[src/shared/sfx_defs.svh]
// Constants for the select-feedback exception and reset block.
// Assumes inclusion by bare name from the rtl and bench files.
`ifndef SFX_DEFS_SVH
`define SFX_DEFS_SVH
`define SFX_ADDR_W      32
`define SFX_DATA_W      32
`define SFX_ARB_W       4
`define SFX_ADDR_NARROW 24
`define SFX_DATA_NARROW 16
`define SFX_STS_W       4
`define SFX_STS_MISS    0
`define SFX_STS_RTN     1
`define SFX_STS_DMA     2
`define SFX_STS_BM      3
`define SFX_ZERO_STS    4'h0
`endif

[src/shared/sfx_pkg.sv]
// Types for the select-feedback exception and reset block.
// Assumes sfx_defs.svh is on the include path.
package sfx_pkg;
   typedef enum logic [3:0] {
      SFX_IDLE  = 4'b0001,
      SFX_XFER  = 4'b0010,
      SFX_CHECK = 4'b0100,
      SFX_END   = 4'b1000
   } sfx_state_t;
   typedef enum logic [1:0] {
      SFX_ROLE_NONE = 2'b00,
      SFX_ROLE_BM   = 2'b01,
      SFX_ROLE_DMA  = 2'b10
   } sfx_role_t;
endpackage : sfx_pkg

[src/rtl/sfx_top.sv]
// Adapter-side select-feedback exception handling and channel reset state.
// Assumes channel pins are synchronous to CLK_SYS; bus values are resolved outside.
// How it works
// - A transfer ending without select-feedback return is an exception.
// - The enable input gates miss reporting; cleared means no miss is reported, though channel check still is.
// - Return line state is captured on any exception, enabled or not.
// - Bus master raises an interrupt, halting the transfer on the same edge when HALT_ON_MISS is set.
// - Status shown with the interrupt flags the missing return.
// - Data after a detected miss is marked untrustworthy.
// - DMA role records status and asserts terminal count when slave selected.
// - Terminal count may instead be asserted on a later operation with slave.
// - Channel reset forces every state into a defined initial value.
// - During and after reset, address, data and arbitration drivers float.
// - During and after reset, interrupt, channel check and status outputs idle.
// - Reserved channel lines are neither driven nor sampled.
// - Narrow connector allows 8/16-bit transfers; wide adds 24 and 32.
`timescale 1ns/1ns
`include "sfx_defs.svh"
module sfx_top
   import sfx_pkg::*;
(
   input  wire logic                     CLK_SYS,
   input  wire logic                     RST,
   input  wire logic                     SFX_EN,
   input  wire logic                     HALT_ON_MISS,
   input  wire logic                     TC_DEFER,
   input  wire logic                     WIDE_SLOT,
   input  wire logic [1:0]               ROLE,
   input  wire logic                     XFER_REQ,
   input  wire logic [2:0]               XFER_BYTES,
   input  wire logic                     XFER_LAST,
   input  wire logic                     XFER_DONE,
   input  wire logic                     DMA_SLAVE_SEL,
   input  wire logic                     SELECT_FEEDBACK_RETURN_N,
   input  wire logic                     CHANNEL_CHECK_REQ,
   input  wire logic                     STATUS_CLEAR,
   input  wire logic [`SFX_ADDR_W-1:0]   ADDR_IN,
   input  wire logic [`SFX_DATA_W-1:0]   DATA_IN,
   input  wire logic [`SFX_ARB_W-1:0]    ARB_IN,
   output logic [`SFX_ADDR_W-1:0]        ADDR_OUT,
   output logic                          ADDR_OE,
   output logic [`SFX_DATA_W-1:0]        DATA_OUT,
   output logic                          DATA_OE,
   output logic [`SFX_ARB_W-1:0]         ARB_OUT,
   output logic                          ARB_OE,
   output logic                          TERMINAL_COUNT_N,
   output logic                          TERMINAL_COUNT_OE,
   output logic                          IRQ_N,
   output logic                          CHANNEL_CHECK_N,
   output logic                          XFER_ACCEPT,
   output logic                          XFER_ABORT,
   output logic                          DATA_SUSPECT,
   output logic [`SFX_STS_W-1:0]         STATUS,
   output logic                          RTN_STATE
);
   sfx_state_t                state_q;
   sfx_state_t                state_d;
   logic                      seen_q;
   logic [`SFX_STS_W-1:0]     sts_q;
   logic                      rtn_q;
   logic                      irq_q;
   logic                      suspect_q;
   logic                      chk_q;
   logic                      drive_q;
   logic                      abort_q;
   logic [`SFX_ADDR_W-1:0]    addr_q;
   logic [`SFX_DATA_W-1:0]    data_q;
   logic                      miss;
   logic                      exc_any;
   logic                      size_ok;
   logic                      tc_oe;
   logic                      op_start;

   // Byte counts 1..2 fit either slot; 3..4 need the wide connector
   function automatic logic size_legal(input logic wide, input logic [2:0] n);
      size_legal = (n == 3'd1) || (n == 3'd2) || (wide && ((n == 3'd3) || (n == 3'd4)));
   endfunction : size_legal

   assign size_ok  = size_legal(WIDE_SLOT, XFER_BYTES);
   assign op_start = (state_q == SFX_IDLE) && XFER_REQ && size_ok
                     && (ROLE != SFX_ROLE_NONE);
   // Miss judged at transfer end: return never went low while selected
   assign miss     = (state_q == SFX_CHECK) && !seen_q;
   assign exc_any  = miss || CHANNEL_CHECK_REQ;

   always_comb begin
      state_d = state_q;
      case (state_q)
         SFX_IDLE: begin
            if (op_start) begin
               state_d = SFX_XFER;
            end
         end
         SFX_XFER: begin
            if (XFER_DONE) begin
               state_d = SFX_CHECK;
            end
         end
         SFX_CHECK: begin
            state_d = SFX_END;
         end
         SFX_END: begin
            state_d = SFX_IDLE;
         end
         default: begin
            state_d = SFX_IDLE;
         end
      endcase
   end

   always_ff @(posedge CLK_SYS or posedge RST) begin
      if (RST) begin
         state_q <= SFX_IDLE;
      end else begin
         state_q <= state_d;
      end
   end

   always_ff @(posedge CLK_SYS or posedge RST) begin
      if (RST) begin
         seen_q <= 1'b0;
      end else if (op_start) begin
         seen_q <= 1'b0;
      end else if (state_q == SFX_XFER && !SELECT_FEEDBACK_RETURN_N) begin
         seen_q <= 1'b1;
      end
   end

   // Return state is captured on every exception, reporting or not
   always_ff @(posedge CLK_SYS or posedge RST) begin
      if (RST) begin
         rtn_q <= 1'b0;
      end else if (exc_any) begin
         rtn_q <= seen_q;
      end
   end

   // Miss and role status bits are sticky, the return bit follows rtn_q; a new event wins over a same-cycle clear
   always_ff @(posedge CLK_SYS or posedge RST) begin
      if (RST) begin
         sts_q <= `SFX_ZERO_STS;
      end else if (miss && SFX_EN) begin
         sts_q[`SFX_STS_MISS] <= 1'b1;
         sts_q[`SFX_STS_RTN]  <= 1'b0;
         sts_q[`SFX_STS_DMA]  <= (ROLE == SFX_ROLE_DMA);
         sts_q[`SFX_STS_BM]   <= (ROLE == SFX_ROLE_BM);
      end else if (STATUS_CLEAR) begin
         sts_q <= `SFX_ZERO_STS;
      end else begin
         sts_q[`SFX_STS_RTN] <= rtn_q;
      end
   end

   // Interrupt only for the bus-master role; DMA reports via terminal count
   always_ff @(posedge CLK_SYS or posedge RST) begin
      if (RST) begin
         irq_q <= 1'b0;
      end else if (miss && SFX_EN && ROLE == SFX_ROLE_BM) begin
         irq_q <= 1'b1;
      end else if (STATUS_CLEAR) begin
         irq_q <= 1'b0;
      end
   end

   always_ff @(posedge CLK_SYS or posedge RST) begin
      if (RST) begin
         suspect_q <= 1'b0;
      end else if (miss && SFX_EN) begin
         suspect_q <= 1'b1;
      end else if (op_start) begin
         suspect_q <= 1'b0;
      end
   end

   always_ff @(posedge CLK_SYS or posedge RST) begin
      if (RST) begin
         abort_q <= 1'b0;
      end else begin
         abort_q <= miss && SFX_EN && HALT_ON_MISS && ROLE == SFX_ROLE_BM;
      end
   end

   always_ff @(posedge CLK_SYS or posedge RST) begin
      if (RST) begin
         chk_q <= 1'b0;
      end else if (CHANNEL_CHECK_REQ) begin
         chk_q <= 1'b1;
      end else if (STATUS_CLEAR) begin
         chk_q <= 1'b0;
      end
   end

   // Drivers float until a legal transfer starts; reserved lines have no port
   always_ff @(posedge CLK_SYS or posedge RST) begin
      if (RST) begin
         drive_q <= 1'b0;
         addr_q  <= '0;
         data_q  <= '0;
      end else begin
         drive_q <= (state_d == SFX_XFER);
         if (op_start) begin
            addr_q <= WIDE_SLOT ? ADDR_IN
                      : {{(`SFX_ADDR_W-`SFX_ADDR_NARROW){1'b0}},
                         ADDR_IN[`SFX_ADDR_NARROW-1:0]};
            data_q <= WIDE_SLOT ? DATA_IN
                      : {{(`SFX_DATA_W-`SFX_DATA_NARROW){1'b0}},
                         DATA_IN[`SFX_DATA_NARROW-1:0]};
         end
      end
   end

   sfx_tc_ctl u_tc (
      .clk       (CLK_SYS),
      .rst       (RST),
      .defer_en  (TC_DEFER),
      .exc_pulse (miss && SFX_EN && ROLE == SFX_ROLE_DMA),
      .slave_sel (DMA_SLAVE_SEL),
      .op_start  (op_start && ROLE == SFX_ROLE_DMA),
      .tc_oe     (tc_oe)
   );

   assign ADDR_OUT          = addr_q;
   assign ADDR_OE           = drive_q;
   assign DATA_OUT          = data_q;
   assign DATA_OE           = drive_q && !(abort_q || XFER_LAST && suspect_q);
   assign ARB_OUT           = '0;
   assign ARB_OE            = 1'b0;
   assign TERMINAL_COUNT_N  = 1'b0;
   assign TERMINAL_COUNT_OE = tc_oe;
   assign IRQ_N             = !irq_q;
   assign CHANNEL_CHECK_N   = !chk_q;
   assign XFER_ACCEPT       = op_start;
   assign XFER_ABORT        = abort_q;
   assign DATA_SUSPECT      = suspect_q;
   assign STATUS            = sts_q;
   assign RTN_STATE         = rtn_q;
   // ARB_IN is deliberately unused: arbitration is outside this block
   logic unused_arb;
   assign unused_arb = ^ARB_IN;
endmodule : sfx_top

[src/rtl/sfx_tc_ctl.sv]
// Terminal-count driver for the DMA role, immediate or deferred.
// Assumes one clock; requests are one-cycle pulses from the main block.
`timescale 1ns/1ns
`include "sfx_defs.svh"
module sfx_tc_ctl
   import sfx_pkg::*;
(
   input  wire logic clk,
   input  wire logic rst,
   input  wire logic defer_en,
   input  wire logic exc_pulse,
   input  wire logic slave_sel,
   input  wire logic op_start,
   output logic      tc_oe
);
   logic pend_q;
   logic tc_q;

   // Pending request stays until the next operation with the same slave
   always_ff @(posedge clk or posedge rst) begin
      if (rst) begin
         pend_q <= 1'b0;
      end else if (exc_pulse && (defer_en || !slave_sel)) begin
         pend_q <= 1'b1;
      end else if (op_start && slave_sel) begin
         pend_q <= 1'b0;
      end
   end

   always_ff @(posedge clk or posedge rst) begin
      if (rst) begin
         tc_q <= 1'b0;
      end else begin
         tc_q <= (exc_pulse && slave_sel && !defer_en)
                 || (pend_q && op_start && slave_sel);
      end
   end

   assign tc_oe = tc_q;
endmodule : sfx_tc_ctl

[config.mk]
export PLATFORM = sky130hd
export DESIGN_NAME = sfx_top
export DESIGN_NICKNAME = d
export VERILOG_FILES = /design/src/shared/sfx_pkg.sv /design/src/rtl/sfx_top.sv /design/src/rtl/sfx_tc_ctl.sv
export VERILOG_INCLUDE_DIRS = /design/src /design/src/shared
export SDC_FILE = /design/constraint.sdc
export NUM_CORES = 1
export LEC_CHECK = 0
export ABC_AREA = 1
export CORE_UTILIZATION = 40
export CTS_CLUSTER_SIZE = 40
export DETAILED_ROUTE_END_ITERATION = 10
export DONT_BUFFER_PORTS = 1
export PLACE_DENSITY = 0.6
export SYNTH_ARGS = -nofsm -noshare
export SYNTH_HDL_FRONTEND = slang
export SYNTH_SLANG_ARGS = --single-unit
[constraint.sdc]
create_clock -name CLK_SYS -period 2.7 [get_ports CLK_SYS]
set_input_delay 0.27 -clock CLK_SYS [delete_from_list [all_inputs] [get_ports CLK_SYS]]
set_output_delay 0.27 -clock CLK_SYS [all_outputs]
set_load 0.005 [all_outputs]
**Yosys cells after proc, flatten, opt, wreduce, memory -nomap -nowiden**

Cells that the tools add are included.

- Register bits: 81
- Word-level logic and storage cells: 82
- Output and inout bits: 83
- Input bits: 86

- Reductions and logical operators: 41
- Multiplexer cells: 17
- Eq/ne operators: 10

Operators by type and width:

| kind | number |
|---|---|
| 2-to-1 mux 32 bit | 2 |
| logical AND 1 bit | 20 |
| nonzero test 2 bit | 7 |
| 2-to-1 mux 4 bit | 3 |
| one-hot mux 4 bit (3 select lines) | 1 |
| 2-to-1 mux 1 bit | 10 |
| == test 4 x 2 -> 1 bit, second input constant | 2 |
| logical NOT 1 bit | 7 |
| logical OR 1 bit | 7 |
| == test 3 x 2 -> 1 bit, second input constant | 2 |
| == test 4 x 1 -> 1 bit, second input constant | 1 |
| == test 4 x 3 -> 1 bit, second input constant | 1 |
| == test 3 x 1 -> 1 bit, second input constant | 1 |
| == test 3 bit, second input constant | 1 |
| == test 2 x 1 -> 1 bit, second input constant | 1 |
| == test 2 bit, second input constant | 1 |
| 2-to-1 mux 2 bit | 1 |

**Depth between registers and ports, before layout**

- Depth after elaboration: 10
- Gate-level depth with buffers: 9
- Gate-level depth less buffers: 8

**Hierarchy**

From an unflattened synthesis, not the netlist that was laid out.

- Cell total of the unflattened synthesis: 443
- Area total of the unflattened synthesis: 3,940.0 µm²

By module, submodules not included:

| module | cells each | sequential area each (µm²) | area an instance (µm²) | instances |
|---|---|---|---|---|
| sfx_top | 431 | 1,978.1 | 3,849.9 | 1 |
| sfx_tc_ctl | 12 | 50.0 | 90.1 | 1 |

**Worst setup path before layout**

Ideal clock, no wire load.

- Path type: reg2reg
- Start: register state_q[0]
- End: register addr_q[29] (netlist: ADDR_OUT[29])
- Required time: 2.570 ns
- Cell stages (with the launch flop): 10
- Period minus slack after synthesis: 1.385 ns
- Slack: 1.315 ns
- Path buffers: 2
- Setup time: 0.130 ns
- Arrival: 1.255 ns
- Path through: dfstp_2 > inv_1 > nor2_2 > nand2_1 > nor2_2 > nand3_2 > buf_6 > buf_6 > nand2_1 > o21ai_1

- Longest elaborated chain between the ends: 4

Ends and longest elaborated chain:

| element | RTL line | text |
|---|---|---|
| start, declared | sfx_top.sv:56 | `sfx_state_t state_q;` |
| start signal, assigned | sfx_top.sv:115 | `state_q <= state_d;` |
| == test 4 x 1 -> 1 bit | sfx_top.sv:80 | `assign op_start = (state_q == SFX_IDLE) && XFER_REQ && size_ok` |
| logical AND 1 bit (2 in a row) | sfx_top.sv:80 |  |
| logical AND 1 bit | sfx_top.sv:81 | `&& (ROLE != SFX_ROLE_NONE);` |
| end signal, assigned | sfx_top.sv:202 | `addr_q <= WIDE_SLOT ? ADDR_IN` |
| end, declared | sfx_top.sv:66 | `` logic [`SFX_ADDR_W-1:0] addr_q; `` |

No other way between the ends.
A chain may end at the register's enable or synchronous reset.

**Worst setup path in the final report**

- Start: register state_q[0]
- End: output XFER_ACCEPT

- Longest elaborated chain between the ends: 4

Ends and longest elaborated chain:

| element | RTL line | text |
|---|---|---|
| == test 4 x 1 -> 1 bit | sfx_top.sv:80 |  |
| logical AND 1 bit (2 in a row) | sfx_top.sv:80 |  |
| logical AND 1 bit | sfx_top.sv:81 |  |
| end, declared | sfx_top.sv:50 | `output logic XFER_ACCEPT,` |

No other way between the ends.

==> results by group <==
Setup path
  – Setup Crit Path Kind: register to output pin
  – Worst Path Required: 2430 ps
  – Max FO, Critical Path: 42
  – Worst R2R Setup Slack: 1110 ps
  – R2r worst-path depth: 8
  – RR Startpoint: state_q[0]
  – CP endpoint kind: output pin
  – Startpoint types: register
  – Critical path arrival: 1640 ps
  – Reg-to-Reg End: ADDR_OUT[28]

Job
  – Max_cap viols: 0

Yosys
  – Fraction of registers with async set/reset: 1.000
  – Cell taking the most area after synthesis: dfrtp_1
  – Top FF cell, synth: dfrtp_1
  – Cell area after synthesis: 0.003357 mm2
  – Syn avg cell area: 8.881 um2
  – Ys Warns: 0
  – Synth top area share: 0.5963
  – Ranking of synthesized cells by area: dfrtp_1 60%, nand2_1 22%, buf_6 2.7%
  – Synth Register Bits: 81
  – Sequential area share after synthesis: 0.6042
  – Gate Count Post-Synth: 378
  – EDFF count, synth: 0
  – Cell variety after synth: 24

Timing
  – Relative slew margins: 0.5725
  – Final Hold Viols: 0
  – RSZ-0062 raised after global routing: false
  – Worst Tran Pin Value: 641.3 ps
  – Final slew viol count: 0
  – Minimum clock period after layout: 1909 ps
  – Final period utilization: 0.7071
  – Post-route setup TNS: 0 ps
  – Fmax: 523.8 MHz
  – Setup violations, final: 0
  – Post-Route Skew: 10.30 ps

Power and ir drop
  – Peak supply drop: 0.0003273 V
  – LEAKAGE: 1.940 nW
  – PD cells: 832.3 mW/mm2
  – Tot Pwr: 0.003015 W

Detailed routing
  – 1st-iter DRT viols: 81
  – DR DRC count: 0
  – Post-route ant nets: 0
  – Final wirelength: 6630 um
  – Routed len/inst: 13.61 um
  – Vias per Instance: 4.731
  – Vias: 2,304
  – Detailed Routing Iterations Pass 1: 4

Clocking
  – Sink Count: 81
  – Post-CTS resize count: 0
  – Clk pin slew, worst setup/hold paths: 80 ps
  – Post-CTS Setup Repair Bufs: 0
  – H-tree Lvls: 3
  – Clk buf depth: 2
  – CTS Buf Count: 9
  – TritonCTS clock tree: built
  – Root Driver: clkbuf_8
  – Clock Latency Late Sink: 340 ps

Global route
  – GR Layer Usage met1: 0.1686
  – Largest net degree at the start of global routing: 54
  – Vias in the first global route: 2,141
  – Total GRT Usage: 0.1503
  – Initial antenna violation count: 0
  – GRT Residual Overflow: 0
  – First-pass GRT wire length: 10,010 um
  – GR peak layer: met2
  – Met2 usage: 0.2586
  – M3 GR Usage: 0.04146

Die
  – DIE HEIGHT: 93.61 um
  – Die ar.: 0.008763 mm2
  – Initial core utilization: 0.4106
  – Placement Rows: 33
  – Core region area: 0.008175 mm2
  – I/O pin count: 169
  – Die span in x: 93.61 um

Final layout
  – Area grow syn2layout: 7.901%
  – Register Area: 0.002028 mm2
  – Net count, final: 463
  – FILL cells: 827
  – Area of the multi-input gates: 0.001079 mm2
  – Ant diodes: 0
  – Layout cell share with drive strength beyond 1: 0.09162

Hold path
  – Hold EP: irq_q
  – Hold Startpoint: STATUS_CLEAR
  – Hold Path Depth: 1
  – HP Class: input port to register

Place
  – Post-DP HPWL: 4514 um
  – I/O Buffers: 0
  – GPL Wtd Cong: 0.7386

Run status
  – Status: finished clean
## worst max path at each step
stage	start	to	slack, ps	cells after the start
after global placement	state_q[0]	DATA_OUT[30]	1130	8
after detailed placement	state_q[0]	ADDR_OUT[31]	1110	8
after CTS	state_q[0]	XFER_ACCEPT	740	5
final	state_q[0]	XFER_ACCEPT	790	5
after global routing	state_q[0]	XFER_ACCEPT	670	5
after floorplan	RST	ADDR_OE	350	1
## layout make-up
type,instances,share of cell area
flip-flops and latches,81,0.5599
clock buffers,12,0.04283
clock inverters,4,0.02073
repair buffers,6,0.01727
multi-input cells,255,0.2978
well taps,105,0.03627
inverters,24,0.02522
## metrics by stage
| step | setup WS (ps) | cells | cell area (um2) | hold WS (ps) | util |
|---|---|---|---|---|---|
| after global routing | 665.6 | 487 | 3622 | 6.897 | 0.4431 |
| after CTS | 736.6 | 487 | 3622 | 1.714 | 0.4431 |
| after global placement | 1126 | 469 | 3372 | 251.3 | 0.4125 |
| after detailed placement | 1108 | 469 | 3372 | 258.7 | 0.4125 |
| after floorplan | 351.6 | 383 | 3376 | 366.4 | - |
| final | 790.7 | 487 | 3622 | 18.30 | 0.4431 |
## worst max-delay path, stage by stage (launching register included)
cell     delay (ps)
dfstp_2         530
inv_1            50
nor2_2           90
nand4_1         130
nor2_4          120
buf_4           360
## kinds of logic (layout without fill, tap and decap cells)
logic type             after synthesis  after routing  share of synthesized area
and+or+nand+nor                    218            218                     0.2590
DFF                                 81             81                     0.6042
buffers and inverters               47             46                    0.08237
AOI/OAI and AO/OA                   31             31                    0.05330
other                                1              6                   0.001117
## state kept, by name (all words and copies together), names as in the netlist, 4 cells and up
name and flops:
STATUS 4, ADDR_OUT 32, state_q 4, DATA_OUT 32
## cells in the mapped netlist, types with 4 or more instances
library cell / n
nand4_1: 4
nand3_1: 8
o21ai_2: 5
nand2_1: 193
dfrtp_1: 80
nor2_1: 6
o21ai_0: 7
o21ai_1: 17
buf_6: 8
buf_4: 10
inv_1: 21
## placed cells by master, fill, tap and decap left out
cell type	synthesis	final
nor2_2	3	3
dlygate4sd3_1	0	2
nand3b_2	1	1
clkbuf_8	0	11
inv_2	3	3
o21bai_1	1	1
clkinv_2	0	1
o211ai_1	1	1
o21ai_1	17	17
conb_1	1	6
nand2_1	193	193
buf_12	0	1
bufinv_16	0	2
inv_1	21	20
clkbuf_1	3	1
buf_4	10	3
nand4_1	4	4
o21ai_0	7	7
dfrtp_1	80	80
nor2_4	1	1
dfstp_2	1	1
nand3_1	8	8
and3_1	1	1
nand3_4	0	1
nor2_1	6	6
clkinvlp_4	0	2
o21ai_2	5	5
## per-layer routing
metal  wire (um)  share of wire  vias to the layer above
met4          96          0.014                        0
met3         467          0.070                       10
met5           0              0                        -
met1        2753           0.42                     1066
li1            -              -                     1140
met2        3312           0.50                       88
## power by group
group	switching, W	total, W	internal [W]
sequential	0.000204	0.00167	0.00147
clock	0.000421	0.000993	0.000572
combinational	0.000208	0.000347	0.000139
total	0.000834	0.00301	0.00218
## repair_timing
item / CTS / global route
hold buffers: 2 / 0
hold endpoints to repair: 36 / 0
setup endpoints to repair: 0 / 0
Note: power is estimated with default switching activity, not from simulation.
